**src/uart_shadow_regs.svh**
```systemverilog
`ifndef UART_SHADOW_REGS_SVH
`define UART_SHADOW_REGS_SVH

// Data alias window: sixteen consecutive words, alias 9 at 0x50001054
`define SHADOW_BASE_ADDR   32'h50001030
`define SHADOW_DATA_9_ADDR 32'h50001054
`define SHADOW_SPAN        32'h00000040
`define SHADOW_RESET       16'h0000

// Control and status words
`define LINE_STATUS_ADDR   32'h50001014
`define FIFO_CONTROL_ADDR  32'h50001008
`define INT_STATUS_ADDR    32'h50001080
`define INT_MASK_ADDR      32'h50001084

// Line status fields
`define LS_DATA_READY_BIT  0
`define LS_OVERRUN_BIT     1
`define LS_TX_EMPTY_BIT    5
`define LS_TX_FULL_BIT     6

// FIFO control fields
`define FC_FIFO_EN_BIT     0
`define FC_IR_MODE_BIT     1

// Interrupt status and mask fields
`define INT_RX_BIT         0
`define INT_OVERRUN_BIT    1
`define INT_TX_EMPTY_BIT   2
`define INT_W              3
`define INT_MASK_RESET     3'h0

// Sizes
`define CHAR_W             8
`define FIFO_DEPTH_DEF     16

`endif

```
**src/uart_shadow_pkg.sv**
```systemverilog
package uart_shadow_pkg;
    `include "uart_shadow_regs.svh"

    typedef logic [`CHAR_W-1:0] char_t;
    typedef logic [`INT_W-1:0]  int_bits_t;
    typedef enum logic {LINE_UART, LINE_INFRARED} line_mode_t;
endpackage : uart_shadow_pkg

```
**src/fifo_mem_if.sv**
```systemverilog
`timescale 1ns/1ns
interface fifo_mem_if #(
    parameter int WIDTH = 8,
    parameter int AW    = 4
);
    logic             wr_en;
    logic [AW-1:0]    wr_addr;
    logic [WIDTH-1:0] wr_data;
    logic [AW-1:0]    rd_addr;
    logic [WIDTH-1:0] rd_data;

    modport ctrl (output wr_en, output wr_addr, output wr_data, output rd_addr, input rd_data);
    modport mem  (input wr_en, input wr_addr, input wr_data, input rd_addr, output rd_data);
endinterface : fifo_mem_if

```
**src/char_fifo_mem.sv**
```systemverilog
`timescale 1ns/1ns
module char_fifo_mem #(
    parameter int WIDTH = 8,
    parameter int DEPTH = 16,
    parameter int AW    = 4
) (
    // Clock
    input wire logic   pclk,
    // Storage port
    fifo_mem_if.mem    port
);
    logic [WIDTH-1:0] cell_reg [DEPTH];
    logic [WIDTH-1:0] rd_data_reg;

    // Storage cells carry no reset; validity is tracked by the owner's count
    always_ff @(posedge pclk) begin
        if (port.wr_en) begin
            cell_reg[port.wr_addr] <= port.wr_data;
        end
    end

    // Write-through keeps the head word coherent with a push in the same cycle
    always_ff @(posedge pclk) begin
        if (port.wr_en && (port.wr_addr == port.rd_addr)) begin
            rd_data_reg <= port.wr_data;
        end else begin
            rd_data_reg <= cell_reg[port.rd_addr];
        end
    end

    assign port.rd_data = rd_data_reg;
endmodule : char_fifo_mem

```
**src/uart_shadow_data_port.sv**
```systemverilog
// Implementation choice: the APB slave port.
`timescale 1ns/1ns
`include "uart_shadow_regs.svh"
// Summary of operation
// - The data alias answers at sixteen consecutive word addresses so bursts reach it.
// - A read returns the character taken from the plain serial input, or the infrared one.
// - Read data counts as valid only while the receive data-ready flag is set.
// - With FIFOs off, a new character overwrites an unread one and flags overrun.
// - With FIFOs on, a read returns the head entry of the receive FIFO.
// - A character arriving at a full receive FIFO is dropped, contents kept, overrun flagged.
// - A write loads a character for the plain serial output or the infrared output.
// - With FIFOs off, one write clears the transmit-holding-empty flag.
// - With FIFOs off, further writes before that flag returns overwrite the held character.
// - With FIFOs on, writes are accepted up to the FIFO depth before full is reported.
// - A write while the transmit FIFO is full is discarded without touching the FIFO.
module uart_shadow_data_port #(
    parameter int FIFO_DEPTH = `FIFO_DEPTH_DEF
) (
    // Clock and reset
    input  wire logic                  pclk,
    input  wire logic                  presetn,
    // APB slave
    input  wire logic                  psel,
    input  wire logic                  penable,
    input  wire logic                  pwrite,
    input  wire logic [31:0]           paddr,
    input  wire logic [31:0]           pwdata,
    output logic      [31:0]           prdata,
    output logic                       pready,
    output logic                       pslverr,
    // Receive characters from the deserialisers
    input  wire logic                  rx_uart_valid,
    input  wire uart_shadow_pkg::char_t rx_uart_data,
    input  wire logic                  rx_ir_valid,
    input  wire uart_shadow_pkg::char_t rx_ir_data,
    // Transmit characters to the serialisers
    output logic                       tx_uart_req,
    output logic                       tx_ir_req,
    output uart_shadow_pkg::char_t     tx_data,
    input  wire logic                  tx_ack,
    // Interrupt
    output logic                       irq
);
    import uart_shadow_pkg::*;

    localparam int            AW        = $clog2(FIFO_DEPTH);
    localparam logic [AW:0]   DEPTH_CNT = (AW + 1)'(FIFO_DEPTH);
    localparam logic [AW:0]   CNT_ONE   = (AW + 1)'(1);

    fifo_mem_if #(.WIDTH(`CHAR_W), .AW(AW)) rx_mem_bus ();
    fifo_mem_if #(.WIDTH(`CHAR_W), .AW(AW)) tx_mem_bus ();

    // Registers
    logic [31:0]   prdata_reg;
    logic          pready_reg;
    logic          pslverr_reg;
    logic          fifo_en_reg;
    line_mode_t    line_mode_reg;
    int_bits_t     int_status_reg;
    int_bits_t     int_mask_reg;
    logic          irq_reg;
    logic          overrun_reg;
    logic          tx_empty_prev_reg;
    char_t         rx_hold_reg;
    logic          rx_hold_full_reg;
    char_t         tx_hold_reg;
    logic          tx_hold_full_reg;
    logic [AW-1:0] rx_wr_ptr_reg;
    logic [AW-1:0] rx_rd_ptr_reg;
    logic [AW:0]   rx_count_reg;
    logic [AW-1:0] tx_wr_ptr_reg;
    logic [AW-1:0] tx_rd_ptr_reg;
    logic [AW:0]   tx_count_reg;
    logic          tx_uart_req_reg;
    logic          tx_ir_req_reg;
    char_t         tx_data_reg;

    // Bus decode
    wire logic [31:0] alias_off   = paddr - `SHADOW_BASE_ADDR;
    wire logic        hit_alias   = (alias_off < `SHADOW_SPAN) && (alias_off[1:0] == 2'b00);
    wire logic        hit_ls      = (paddr == `LINE_STATUS_ADDR);
    wire logic        hit_fc      = (paddr == `FIFO_CONTROL_ADDR);
    wire logic        hit_is      = (paddr == `INT_STATUS_ADDR);
    wire logic        hit_im      = (paddr == `INT_MASK_ADDR);
    wire logic        hit_any     = hit_alias | hit_ls | hit_fc | hit_is | hit_im;
    wire logic        access_one  = psel & penable & ~pready_reg;
    wire logic        done        = psel & penable & pready_reg;
    wire logic        rd_alias    = done & ~pwrite & hit_alias;
    wire logic        wr_alias    = done & pwrite & hit_alias;
    wire logic        rd_ls       = done & ~pwrite & hit_ls;
    wire logic        wr_fc       = done & pwrite & hit_fc;
    wire logic        wr_is       = done & pwrite & hit_is;
    wire logic        wr_im       = done & pwrite & hit_im;
    // Toggling the FIFO enable empties both paths, as the old contents lose their meaning
    wire logic        flush       = wr_fc & (pwdata[`FC_FIFO_EN_BIT] != fifo_en_reg);
    wire logic        ir_mode     = (line_mode_reg == LINE_INFRARED);

    // Receive selection and status
    wire logic  rx_in_valid = ir_mode ? rx_ir_valid : rx_uart_valid;
    wire char_t rx_in_data  = ir_mode ? rx_ir_data : rx_uart_data;
    wire logic  rx_nonempty = (rx_count_reg != '0);
    wire logic  data_ready  = fifo_en_reg ? rx_nonempty : rx_hold_full_reg;
    wire char_t rx_head     = fifo_en_reg ? rx_mem_bus.rd_data : rx_hold_reg;
    wire logic  rx_pop      = rd_alias & fifo_en_reg & rx_nonempty;
    // A pop in the same cycle frees the slot, so the arrival is not an overrun
    wire logic  rx_full     = (rx_count_reg == DEPTH_CNT) & ~rx_pop;
    wire logic  rx_push     = rx_in_valid & fifo_en_reg & ~rx_full & ~flush;
    wire logic  rx_drop     = rx_in_valid & fifo_en_reg & rx_full;
    wire logic  rx_clobber  = rx_in_valid & ~fifo_en_reg & rx_hold_full_reg & ~rd_alias;
    wire logic  overrun_evt = rx_drop | rx_clobber;
    wire logic  rx_arrive   = rx_push | (rx_in_valid & ~fifo_en_reg);

    // Transmit status and loading
    wire logic  tx_full     = (tx_count_reg == DEPTH_CNT);
    wire logic  tx_empty    = fifo_en_reg ? (tx_count_reg == '0) : ~tx_hold_full_reg;
    wire logic  tx_push     = wr_alias & fifo_en_reg & ~tx_full & ~flush;
    wire logic  tx_hold_wr  = wr_alias & ~fifo_en_reg & ~flush;
    wire logic  out_busy    = tx_uart_req_reg | tx_ir_req_reg;
    // Loading only when idle leaves a cycle for the registered head to follow a pop
    wire logic  tx_pop      = fifo_en_reg & ~out_busy & (tx_count_reg != '0) & ~flush;
    wire logic  tx_hold_ld  = ~fifo_en_reg & ~out_busy & tx_hold_full_reg & ~flush;
    wire char_t tx_next_chr = fifo_en_reg ? tx_mem_bus.rd_data : tx_hold_reg;
    wire logic  tx_load     = tx_pop | tx_hold_ld;

    // Read data selection
    wire logic [31:0] ls_word  = (32'(data_ready) << `LS_DATA_READY_BIT)
                               | (32'(overrun_reg) << `LS_OVERRUN_BIT)
                               | (32'(tx_empty) << `LS_TX_EMPTY_BIT)
                               | (32'(tx_full) << `LS_TX_FULL_BIT);
    wire logic [31:0] fc_word  = (32'(fifo_en_reg) << `FC_FIFO_EN_BIT)
                               | (32'(ir_mode) << `FC_IR_MODE_BIT);
    wire logic [31:0] rd_mux   = hit_alias ? 32'(rx_head) :
                                 hit_ls    ? ls_word :
                                 hit_fc    ? fc_word :
                                 hit_is    ? 32'(int_status_reg) :
                                 hit_im    ? 32'(int_mask_reg) : 32'h00000000;

    // Interrupt status: hardware set wins over a write-one clear
    wire int_bits_t int_events = (int_bits_t'(rx_arrive) << `INT_RX_BIT)
                               | (int_bits_t'(overrun_evt) << `INT_OVERRUN_BIT)
                               | (int_bits_t'(tx_empty & ~tx_empty_prev_reg) << `INT_TX_EMPTY_BIT);
    wire int_bits_t int_clear  = wr_is ? pwdata[`INT_W-1:0] : '0;
    wire int_bits_t int_next   = (int_status_reg & ~int_clear) | int_events;

    // Counts and overrun flag next values
    wire logic [AW:0] rx_count_next = rx_count_reg + (AW + 1)'(rx_push) - (AW + 1)'(rx_pop);
    wire logic [AW:0] tx_count_next = tx_count_reg + (AW + 1)'(tx_push) - (AW + 1)'(tx_pop);
    wire logic        overrun_next  = overrun_evt | (overrun_reg & ~rd_ls);

    // Storage ports
    assign rx_mem_bus.wr_en   = rx_push;
    assign rx_mem_bus.wr_addr = rx_wr_ptr_reg;
    assign rx_mem_bus.wr_data = rx_in_data;
    assign rx_mem_bus.rd_addr = rx_rd_ptr_reg;
    assign tx_mem_bus.wr_en   = tx_push;
    assign tx_mem_bus.wr_addr = tx_wr_ptr_reg;
    assign tx_mem_bus.wr_data = pwdata[`CHAR_W-1:0];
    assign tx_mem_bus.rd_addr = tx_rd_ptr_reg;

    char_fifo_mem #(.WIDTH(`CHAR_W), .DEPTH(FIFO_DEPTH), .AW(AW)) rx_store (
        .pclk (pclk),
        .port (rx_mem_bus)
    );

    char_fifo_mem #(.WIDTH(`CHAR_W), .DEPTH(FIFO_DEPTH), .AW(AW)) tx_store (
        .pclk (pclk),
        .port (tx_mem_bus)
    );

    // APB answer: one wait state so the registered FIFO head has settled
    always_ff @(posedge pclk or negedge presetn) begin
        if (!presetn) begin
            pready_reg  <= 1'b0;
            pslverr_reg <= 1'b0;
            prdata_reg  <= 32'h00000000;
        end else begin
            pready_reg  <= access_one;
            pslverr_reg <= access_one & ~hit_any;
            if (access_one) begin
                prdata_reg <= pwrite ? 32'h00000000 : rd_mux;
            end
        end
    end

    // Software control registers
    always_ff @(posedge pclk or negedge presetn) begin
        if (!presetn) begin
            fifo_en_reg   <= 1'b0;
            line_mode_reg <= LINE_UART;
            int_mask_reg  <= `INT_MASK_RESET;
        end else begin
            if (wr_fc) begin
                fifo_en_reg   <= pwdata[`FC_FIFO_EN_BIT];
                line_mode_reg <= pwdata[`FC_IR_MODE_BIT] ? LINE_INFRARED : LINE_UART;
            end
            if (wr_im) begin
                int_mask_reg <= pwdata[`INT_W-1:0];
            end
        end
    end

    // Status flags and interrupt line
    always_ff @(posedge pclk or negedge presetn) begin
        if (!presetn) begin
            int_status_reg    <= '0;
            irq_reg           <= 1'b0;
            overrun_reg       <= 1'b0;
            tx_empty_prev_reg <= 1'b1;
        end else begin
            int_status_reg    <= int_next;
            irq_reg           <= |(int_next & int_mask_reg);
            overrun_reg       <= overrun_next;
            tx_empty_prev_reg <= tx_empty;
        end
    end

    // Receive holding register for FIFO-less operation
    always_ff @(posedge pclk or negedge presetn) begin
        if (!presetn) begin
            rx_hold_reg      <= '0;
            rx_hold_full_reg <= 1'b0;
        end else if (flush) begin
            rx_hold_full_reg <= 1'b0;
        end else if (rx_in_valid && !fifo_en_reg) begin
            rx_hold_reg      <= rx_in_data;
            rx_hold_full_reg <= 1'b1;
        end else if (rd_alias && !fifo_en_reg) begin
            rx_hold_full_reg <= 1'b0;
        end
    end

    // Receive FIFO pointers
    always_ff @(posedge pclk or negedge presetn) begin
        if (!presetn) begin
            rx_wr_ptr_reg <= '0;
            rx_rd_ptr_reg <= '0;
            rx_count_reg  <= '0;
        end else if (flush) begin
            rx_wr_ptr_reg <= '0;
            rx_rd_ptr_reg <= '0;
            rx_count_reg  <= '0;
        end else begin
            rx_wr_ptr_reg <= rx_wr_ptr_reg + AW'(rx_push);
            rx_rd_ptr_reg <= rx_rd_ptr_reg + AW'(rx_pop);
            rx_count_reg  <= rx_count_next;
        end
    end

    // Transmit holding register for FIFO-less operation
    always_ff @(posedge pclk or negedge presetn) begin
        if (!presetn) begin
            tx_hold_reg      <= '0;
            tx_hold_full_reg <= 1'b0;
        end else if (flush) begin
            tx_hold_full_reg <= 1'b0;
        end else if (tx_hold_wr) begin
            tx_hold_reg      <= pwdata[`CHAR_W-1:0];
            tx_hold_full_reg <= 1'b1;
        end else if (tx_hold_ld) begin
            tx_hold_full_reg <= 1'b0;
        end
    end

    // Transmit FIFO pointers
    always_ff @(posedge pclk or negedge presetn) begin
        if (!presetn) begin
            tx_wr_ptr_reg <= '0;
            tx_rd_ptr_reg <= '0;
            tx_count_reg  <= '0;
        end else if (flush) begin
            tx_wr_ptr_reg <= '0;
            tx_rd_ptr_reg <= '0;
            tx_count_reg  <= '0;
        end else begin
            tx_wr_ptr_reg <= tx_wr_ptr_reg + AW'(tx_push);
            tx_rd_ptr_reg <= tx_rd_ptr_reg + AW'(tx_pop);
            tx_count_reg  <= tx_count_next;
        end
    end

    // Character handed to the serialiser; the mode is fixed at load time
    always_ff @(posedge pclk or negedge presetn) begin
        if (!presetn) begin
            tx_uart_req_reg <= 1'b0;
            tx_ir_req_reg   <= 1'b0;
            tx_data_reg     <= '0;
        end else if (tx_load) begin
            tx_data_reg     <= tx_next_chr;
            tx_uart_req_reg <= ~ir_mode;
            tx_ir_req_reg   <= ir_mode;
        end else if (tx_ack) begin
            tx_uart_req_reg <= 1'b0;
            tx_ir_req_reg   <= 1'b0;
        end
    end

    // Outputs straight from flip-flops
    assign prdata      = prdata_reg;
    assign pready      = pready_reg;
    assign pslverr     = pslverr_reg;
    assign tx_uart_req = tx_uart_req_reg;
    assign tx_ir_req   = tx_ir_req_reg;
    assign tx_data     = tx_data_reg;
    assign irq         = irq_reg;
endmodule : uart_shadow_data_port

```
**config.mk**
```make
export PLATFORM = sky130hd
export DESIGN_NAME = uart_shadow_data_port
export DESIGN_NICKNAME = d
export VERILOG_FILES = /design/src/uart_shadow_pkg.sv /design/src/fifo_mem_if.sv /design/src/char_fifo_mem.sv /design/src/uart_shadow_data_port.sv
export VERILOG_INCLUDE_DIRS = /design/src
export SDC_FILE = /design/constraint.sdc
export NUM_CORES = 1
export LEC_CHECK = 0
export ABC_AREA = 0
export BUFFER_PORTS_ARGS = -buffer_cell sky130_fd_sc_hd__buf_2
export CORE_ASPECT_RATIO = 1.25
export CORE_MARGIN = 8
export CORE_UTILIZATION = 33
export CTS_CLUSTER_DIAMETER = 80
export CTS_CLUSTER_SIZE = 16
export DETAILED_ROUTE_END_ITERATION = 10
export SYNTH_ARGS = -nofsm -noshare
export SYNTH_HDL_FRONTEND = slang
export SYNTH_SLANG_ARGS = --single-unit
```
**constraint.sdc**
```tcl
create_clock -name pclk -period 6.8 [get_ports pclk]
set_input_delay 0.34 -clock pclk [delete_from_list [all_inputs] [get_ports pclk]]
set_output_delay 0.34 -clock pclk [all_outputs]
set_load 0.02 [all_outputs]
```
* Word-level counts from Yosys, hierarchy flattened
Memory sizes are Yosys's and may differ from the RTL's. A register that Yosys moved wholly into a read port is not among the register bits.
Cells that the tools add are included.
** Word-level totals
- Input bits :: 88
- Output and inout port bits :: 45
- Logic and storage cells :: 158
- Register bits :: 99
- RAM bits :: 256
- Memories kept :: 2
** Cells by class
- Bitwise operators :: 69
- Reduce and logical (&&, ||, !) cells :: 14
- Eq/ne operators :: 7
- Add/subtract/negate cells :: 9
- Magnitude comparators :: 1
- Mux-type cells :: 33
** Memories
- rx_store.cell_reg :: depth 16, width 8, rd ports 1, clocked after memory_dff 1, wr ports 1, RTL line char_fifo_mem.sv:12 : logic [WIDTH-1:0] cell_reg [DEPTH];
- tx_store.cell_reg :: depth 16, width 8, rd ports 1, clocked after memory_dff 1, wr ports 1, RTL line char_fifo_mem.sv:12
** Operator list (number)
- $eq A32 B31 Y1 const B :: 4
- $mux W8 :: 5
- $and A1 B1 Y1 :: 36
- $lt A32 B7 Y1 const B :: 1
- $sub A32 B31 Y32 const B :: 1
- $mux W1 :: 17
- $add A4 B1 Y4 :: 4
- $mux W4 :: 4
- $not A1 Y1 :: 14
- $mux W3 :: 4
- $add A5 B1 Y5 :: 2
- $eq A5 B5 Y1 const B :: 2
- $mux W5 :: 2
- $reduce_bool A5 Y1 :: 2
- $sub A5 B1 Y5 :: 2
- $or A1 B1 Y1 :: 9
- $mux W7 :: 1
- $or A6 B7 Y7 :: 1
- $and A3 B3 Y3 :: 2
- $or A1 B2 Y2 :: 3
- $or A2 B6 Y6 :: 1
- $reduce_bool A3 Y1 :: 2
- $logic_not A5 Y1 :: 1
- $reduce_and A2 Y1 :: 2
- 9 further kinds :: 11

* Depth between registers and ports, before layout
- Depth in word-level cells :: 17
- Depth in mapped cells :: 17

* Modules after synthesis
Synthesis repeated with hierarchy kept, for this count alone.
** Second synthesis, totals
- Cells, all modules :: 894
- Area total of the unflattened synthesis :: 14755.4 um^2
** Modules (own cells, without submodules)
- char_fifo_mem :: seq. area each 3923.8 um^2, instances 2, cells each 225, area an instance 5067.4 um^2
- uart_shadow_data_port :: seq. area each 1878.1 um^2, instances 1, cells each 444, area an instance 4620.7 um^2

* Least setup slack after synthesis
No wires, ideal clock.
- Path kind :: input to register
- Start :: in paddr[24]
- End :: reg tx_count_reg[4]
- Data arrival time :: 3.661 ns
- Slack :: 3.018 ns
- Path buffers :: 2
- Stages on the path :: 16
- Setup time :: 0.121 ns
- Data required time :: 6.679 ns
- Cell sequence :: or4b_4 -> or4_4 -> nor4_2 -> and2_1 -> buf_2 -> buf_2 -> nor4_1 -> ha_1 -> inv_1 -> ha_1 -> fa_1 -> a21oi_1 -> nor2_1 -> nor2_1 -> xnor2_1 -> nor2_1
** On the way
- Cells in the longest elaborated chain, start to end :: 10
- Elaborated cells on any way between the ends :: 15
- Those cells by class :: add/sub: 3; order compare: 1; eq/ne: 1; mux: 1; bitwise: 8; reduce/logical: 1
** Ends and longest elaborated chain
- start: declaration :: RTL line uart_shadow_data_port.sv:26 : input wire logic [31:0] paddr,
- $sub A32 B31 Y32 (no source line)
- $lt A32 B7 Y1 (no source line)
- $logic_and A1 B1 Y1 :: RTL line uart_shadow_data_port.sv:80 : wire logic hit_alias = (alias_off < `SHADOW_SPAN) && (alias_off[1:0] == 2'b00);
- $and A1 B1 Y1 :: RTL line uart_shadow_data_port.sv:89 : wire logic wr_alias = done & pwrite & hit_alias;
- $and A1 B1 Y1 (3 in series) :: RTL line uart_shadow_data_port.sv:116 : wire logic tx_push = wr_alias & fifo_en_reg & ~tx_full & ~flush;
- $add A5 B1 Y5 :: RTL line uart_shadow_data_port.sv:147 : wire logic [AW:0] tx_count_next = tx_count_reg + (AW + 1)'(tx_push) - (AW + 1)'(tx_pop);
- $sub A5 B1 Y5 :: RTL line uart_shadow_data_port.sv:147
- $mux W5 * :: RTL line uart_shadow_data_port.sv:270 : end else if (flush) begin
- end signal: assignment :: RTL line uart_shadow_data_port.sv:277 : tx_count_reg <= tx_count_next;
- end: declaration :: RTL line uart_shadow_data_port.sv:73 : logic [AW:0] tx_count_reg;
Mark *: on every way between the ends. The rest lies on a longest branch, timed or not.
A chain may end at the register's enable or synchronous reset.

* Final worst setup path
- Start :: reg line_mode_reg, in the netlist ir_mode
- End :: reg rx_count_reg[4]
** On the way
- Cells in the longest elaborated chain, start to end :: 7
** Ends and longest elaborated chain
- start: declaration :: RTL line uart_shadow_data_port.sv:58 : line_mode_t line_mode_reg;
- start signal: assignment :: RTL line uart_shadow_data_port.sv:194 : line_mode_reg <= pwdata[`FC_IR_MODE_BIT] ? LINE_INFRARED : LINE_UART;
- $mux W1 :: RTL line uart_shadow_data_port.sv:99 : wire logic rx_in_valid = ir_mode ? rx_ir_valid : rx_uart_valid;
- $and A1 B1 Y1 (3 in series) :: RTL line uart_shadow_data_port.sv:107 : wire logic rx_push = rx_in_valid & fifo_en_reg & ~rx_full & ~flush;
- $add A5 B1 Y5 :: RTL line uart_shadow_data_port.sv:146 : wire logic [AW:0] rx_count_next = rx_count_reg + (AW + 1)'(rx_push) - (AW + 1)'(rx_pop);
- $sub A5 B1 Y5 :: RTL line uart_shadow_data_port.sv:146
- $mux W5 :: RTL line uart_shadow_data_port.sv:238 : end else if (flush) begin
- end signal: assignment :: RTL line uart_shadow_data_port.sv:245 : rx_count_reg <= rx_count_next;
- end: declaration :: RTL line uart_shadow_data_port.sv:70 : logic [AW:0] rx_count_reg;
No other way between the ends.

==> flow_metrics.tcl <==
set metrics [dict create \
    status "finished with violations" \
    violations "hold timing" \
    numPortBuffers 84 \
    viasPerCell 4.96 \
    synth_cell_types 70 \
    cts_made_buffers 25 \
    cts.clk_slew.worst_paths_ns 0.07 \
    worst_ep_required_time_ns 7.25 \
    grt_pass1_wl_um 47800 \
    min_period_ns 3.78 \
    ys_warn_count 0 \
    clock_path_buffers 3 \
    synth_edf_count 256 \
    start_util 0.335 \
    crit_path_max_fanout 17 \
    final.period_utilization 0.557 \
    die_width_um 203 \
    timing.hold.ws_ns -0.0463 \
    tns_ns 0 \
    gp_congestion 0.803 \
    fmax_mhz 264 \
    overflow 0 \
    synthesis.area_um2 14400 \
    cts_hold_buf 1 \
    wl_per_cell_um 20.2 \
    utilization 0.378 \
    die-area_um2 50700 \
    nFillCells 4039 \
    startpoint_type "flop" \
    hp-class "input pin to asynchronous set/reset pin" \
    multi_input_comb_area_um2 4360 \
    cp-end-kind "flop" \
    ys_seq_elements 339 \
    avgSynthCellArea_um2 16.7 \
    clk_latency_ns 0.53 \
    io_pins 133 \
    drtAntennaViolNets 0 \
    final-setup-viol-count 0 \
    cts_setup_buffers 0 \
    die_h_um 250 \
    syn2layout_area_growth_pct 12.9 \
    post_cts_resize_count 0 \
    layout.nets 1077 \
    vdd_drop_max_mv 0.171 \
    route.vias.total 7698 \
    fin_cells 1551 \
    cts_tree "built" \
    grt_usage 0.121 \
    path_class "flop to flop" \
    worstMarginPinSlew_ns 1.19 \
    hold_viol 15 \
    cts.sinks 339 \
    leakagePower_nw 5.67 \
    timing.max_cap.violations 0 \
    wl_um 31300 \
    postSynthCellCount 863 \
    cts_max_level 1 \
    ys_async_sr_fraction 0.221 \
    placed_cells 1504 \
    hpwlAfterDp_um 21500 \
    seqCellArea_um2 9730 \
    rsz0062_at_grt "no" \
    power.density_nw_per_um2 230 \
    rows 85 \
    coreArea_um2 43100 \
    grt_pass1_vias 8021 \
    antenna_found_initial 2 \
    synth-main-ff-cell "edfxtp_1" \
    slew_viol_final 0 \
    max-slew-margin-rel 0.203 \
    ctsRootBufferMaster "clkbuf_16" \
    drc 0 \
    seq_area_frac_synth 0.674 \
    skew_ns 0.0148 \
    drive_gt1_frac 0.271 \
    grt_max_degree 76 \
    first_pass_iters 5 \
    drt_iter0_drc 402 \
    worstPathArrival_ns 4.24 \
]
## power by group
group          total (W)  leakage [nW]  internal (W)  switching (W)
clock            0.00137         0.339      0.000695       0.000673
sequential       0.00225          3.30       0.00224     0.00000747
combinational   0.000133          2.04     0.0000380      0.0000946
total            0.00375          5.67       0.00297       0.000775
## cells in the mapped netlist, types with 4 or more instances
cell type / number / share of area
o21ai_0: 13 / 0.0045
mux2i_1: 19 / 0.013
xor2_1: 9 / 0.0055
mux4_2: 76 / 0.12
a21o_1: 4 / 0.0021
nor4_1: 19 / 0.0082
buf_1: 10 / 0.0026
nor3_1: 20 / 0.0069
nand4_1: 5 / 0.0022
edfxtp_1: 256 / 0.53
nand2b_1: 8 / 0.0035
a21oi_1: 11 / 0.0038
nand2_1: 42 / 0.011
nor4b_1: 5 / 0.0030
buf_2: 8 / 0.0028
o21ai_1: 17 / 0.0059
nor2_1: 36 / 0.0094
o31ai_1: 4 / 0.0021
or4_1: 5 / 0.0026
clkbuf_1: 17 / 0.0044
mux2_1: 7 / 0.0055
xnor2_1: 8 / 0.0049
or3_1: 5 / 0.0022
inv_1: 30 / 0.0078
ha_1: 20 / 0.017
buf_4: 26 / 0.014
dfrtp_1: 74 / 0.13
nand3_1: 9 / 0.0031
nor2b_1: 13 / 0.0056
dfxtp_1: 8 / 0.011
mux2_2: 20 / 0.016
## cell usage in the layout, fill, tap and decap left out, drive strengths merged, types with 5 or more instances in the layout
cell type  count
edfxtp       256
buf          114
mux4          76
dfrtp         74
clkbuf        43
nand2         42
nor2          37
inv           32
o21ai         30
mux2          29
conb          24
nor3          22
nor4          21
ha            20
mux2i         19
nor2b         13
a21oi         12
xor2          10
nand3          9
xnor2          8
nand2b         8
dfxtp          8
or4            7
or3            7
nor4b          6
nand4          5
## path summary, 6_finish.rpt
path / start / to / slack, ns / cells past startpoint
worst max-delay path: ir_mode / rx_count_reg[4] / 3.02 / 14
worst min-delay path: presetn / rx_mem_bus.wr_addr[1] / -0.05 / 1
worst max register to register: ir_mode / rx_count_reg[4] / 3.02 / 14
worst min register to register: rx_mem_bus.rd_addr[0] / flop / 0.38 / 0
max in group asynchronous: presetn / int_mask_reg[1] / 6.17 / 1
min in group pclk: pwrite / prdata[0] / 0.18 / 4
## kinds of logic (layout without fill, tap and decap cells)
| logic type | count (synthesis) | after routing | synth area share |
|---|---|---|---|
| buf+inv | 92 | 191 | 0.0314 |
| compound gates | 73 | 73 | 0.0324 |
| other cells | 1 | 25 | 0.000260 |
| flops | 339 | 339 | 0.674 |
| simple gates | 194 | 194 | 0.0751 |
| mux | 124 | 124 | 0.155 |
| xor+xnor | 18 | 18 | 0.0115 |
| fa+ha+maj | 22 | 22 | 0.0201 |
## metal layers
| metal | routed length, µm | vias to the layer above | track usage |
|---|---|---|---|
| met5 | 0 | - | 0 |
| met4 | 749 | 0 | 0.0336 |
| met3 | 1320 | 45 | 0.0163 |
| met2 | 16900 | 159 | 0.226 |
| met1 | 12400 | 3970 | 0.143 |
| li1 | - | 3524 | - |
## critical path, cell delays in order, from the launching register on
cell and delay (ns):
dfrtp_1 0.84, mux2i_1 0.51, nand2b_1 0.18, or3_1 0.13, nor3_1 0.06, a21oi_2 0.66, inv_2 0.11, ha_1 0.24
inv_1 0.07, fa_1 0.19, inv_1 0.05, a21oi_1 0.13, nor2_1 0.07, or3_1 0.34, a21oi_1 0.14
## cell type report
| type | instances | area share |
|---|---|---|
| inverters | 31 | 0.00715 |
| flip-flops and latches | 339 | 0.597 |
| clock inverters | 2 | 0.000999 |
| diodes | 1 | 0.000154 |
| repair buffers | 115 | 0.0404 |
| multi-input cells | 455 | 0.268 |
| well taps | 565 | 0.0434 |
| clock buffers | 43 | 0.0426 |
## per-stage QoR
stage / hold slack, ns / area (µm²) / power [W] / setup slack [ns]
2_1_floorplan: 0.0444 / 14500 / 0.00236 / 3.02
3_3_place_gp: 0.362 / 15600 / 0.00242 / 2.50
3_5_place_dp: 0.369 / 15600 / 0.00243 / 2.46
4_1_cts: 0.000920 / 16300 / 0.00379 / 2.94
5_1_grt: 0.0279 / 16300 / 0.00387 / 2.72
6_report: -0.0463 / 16300 / 0.00375 / 3.02
Note: power is estimated with default switching activity, not from simulation.
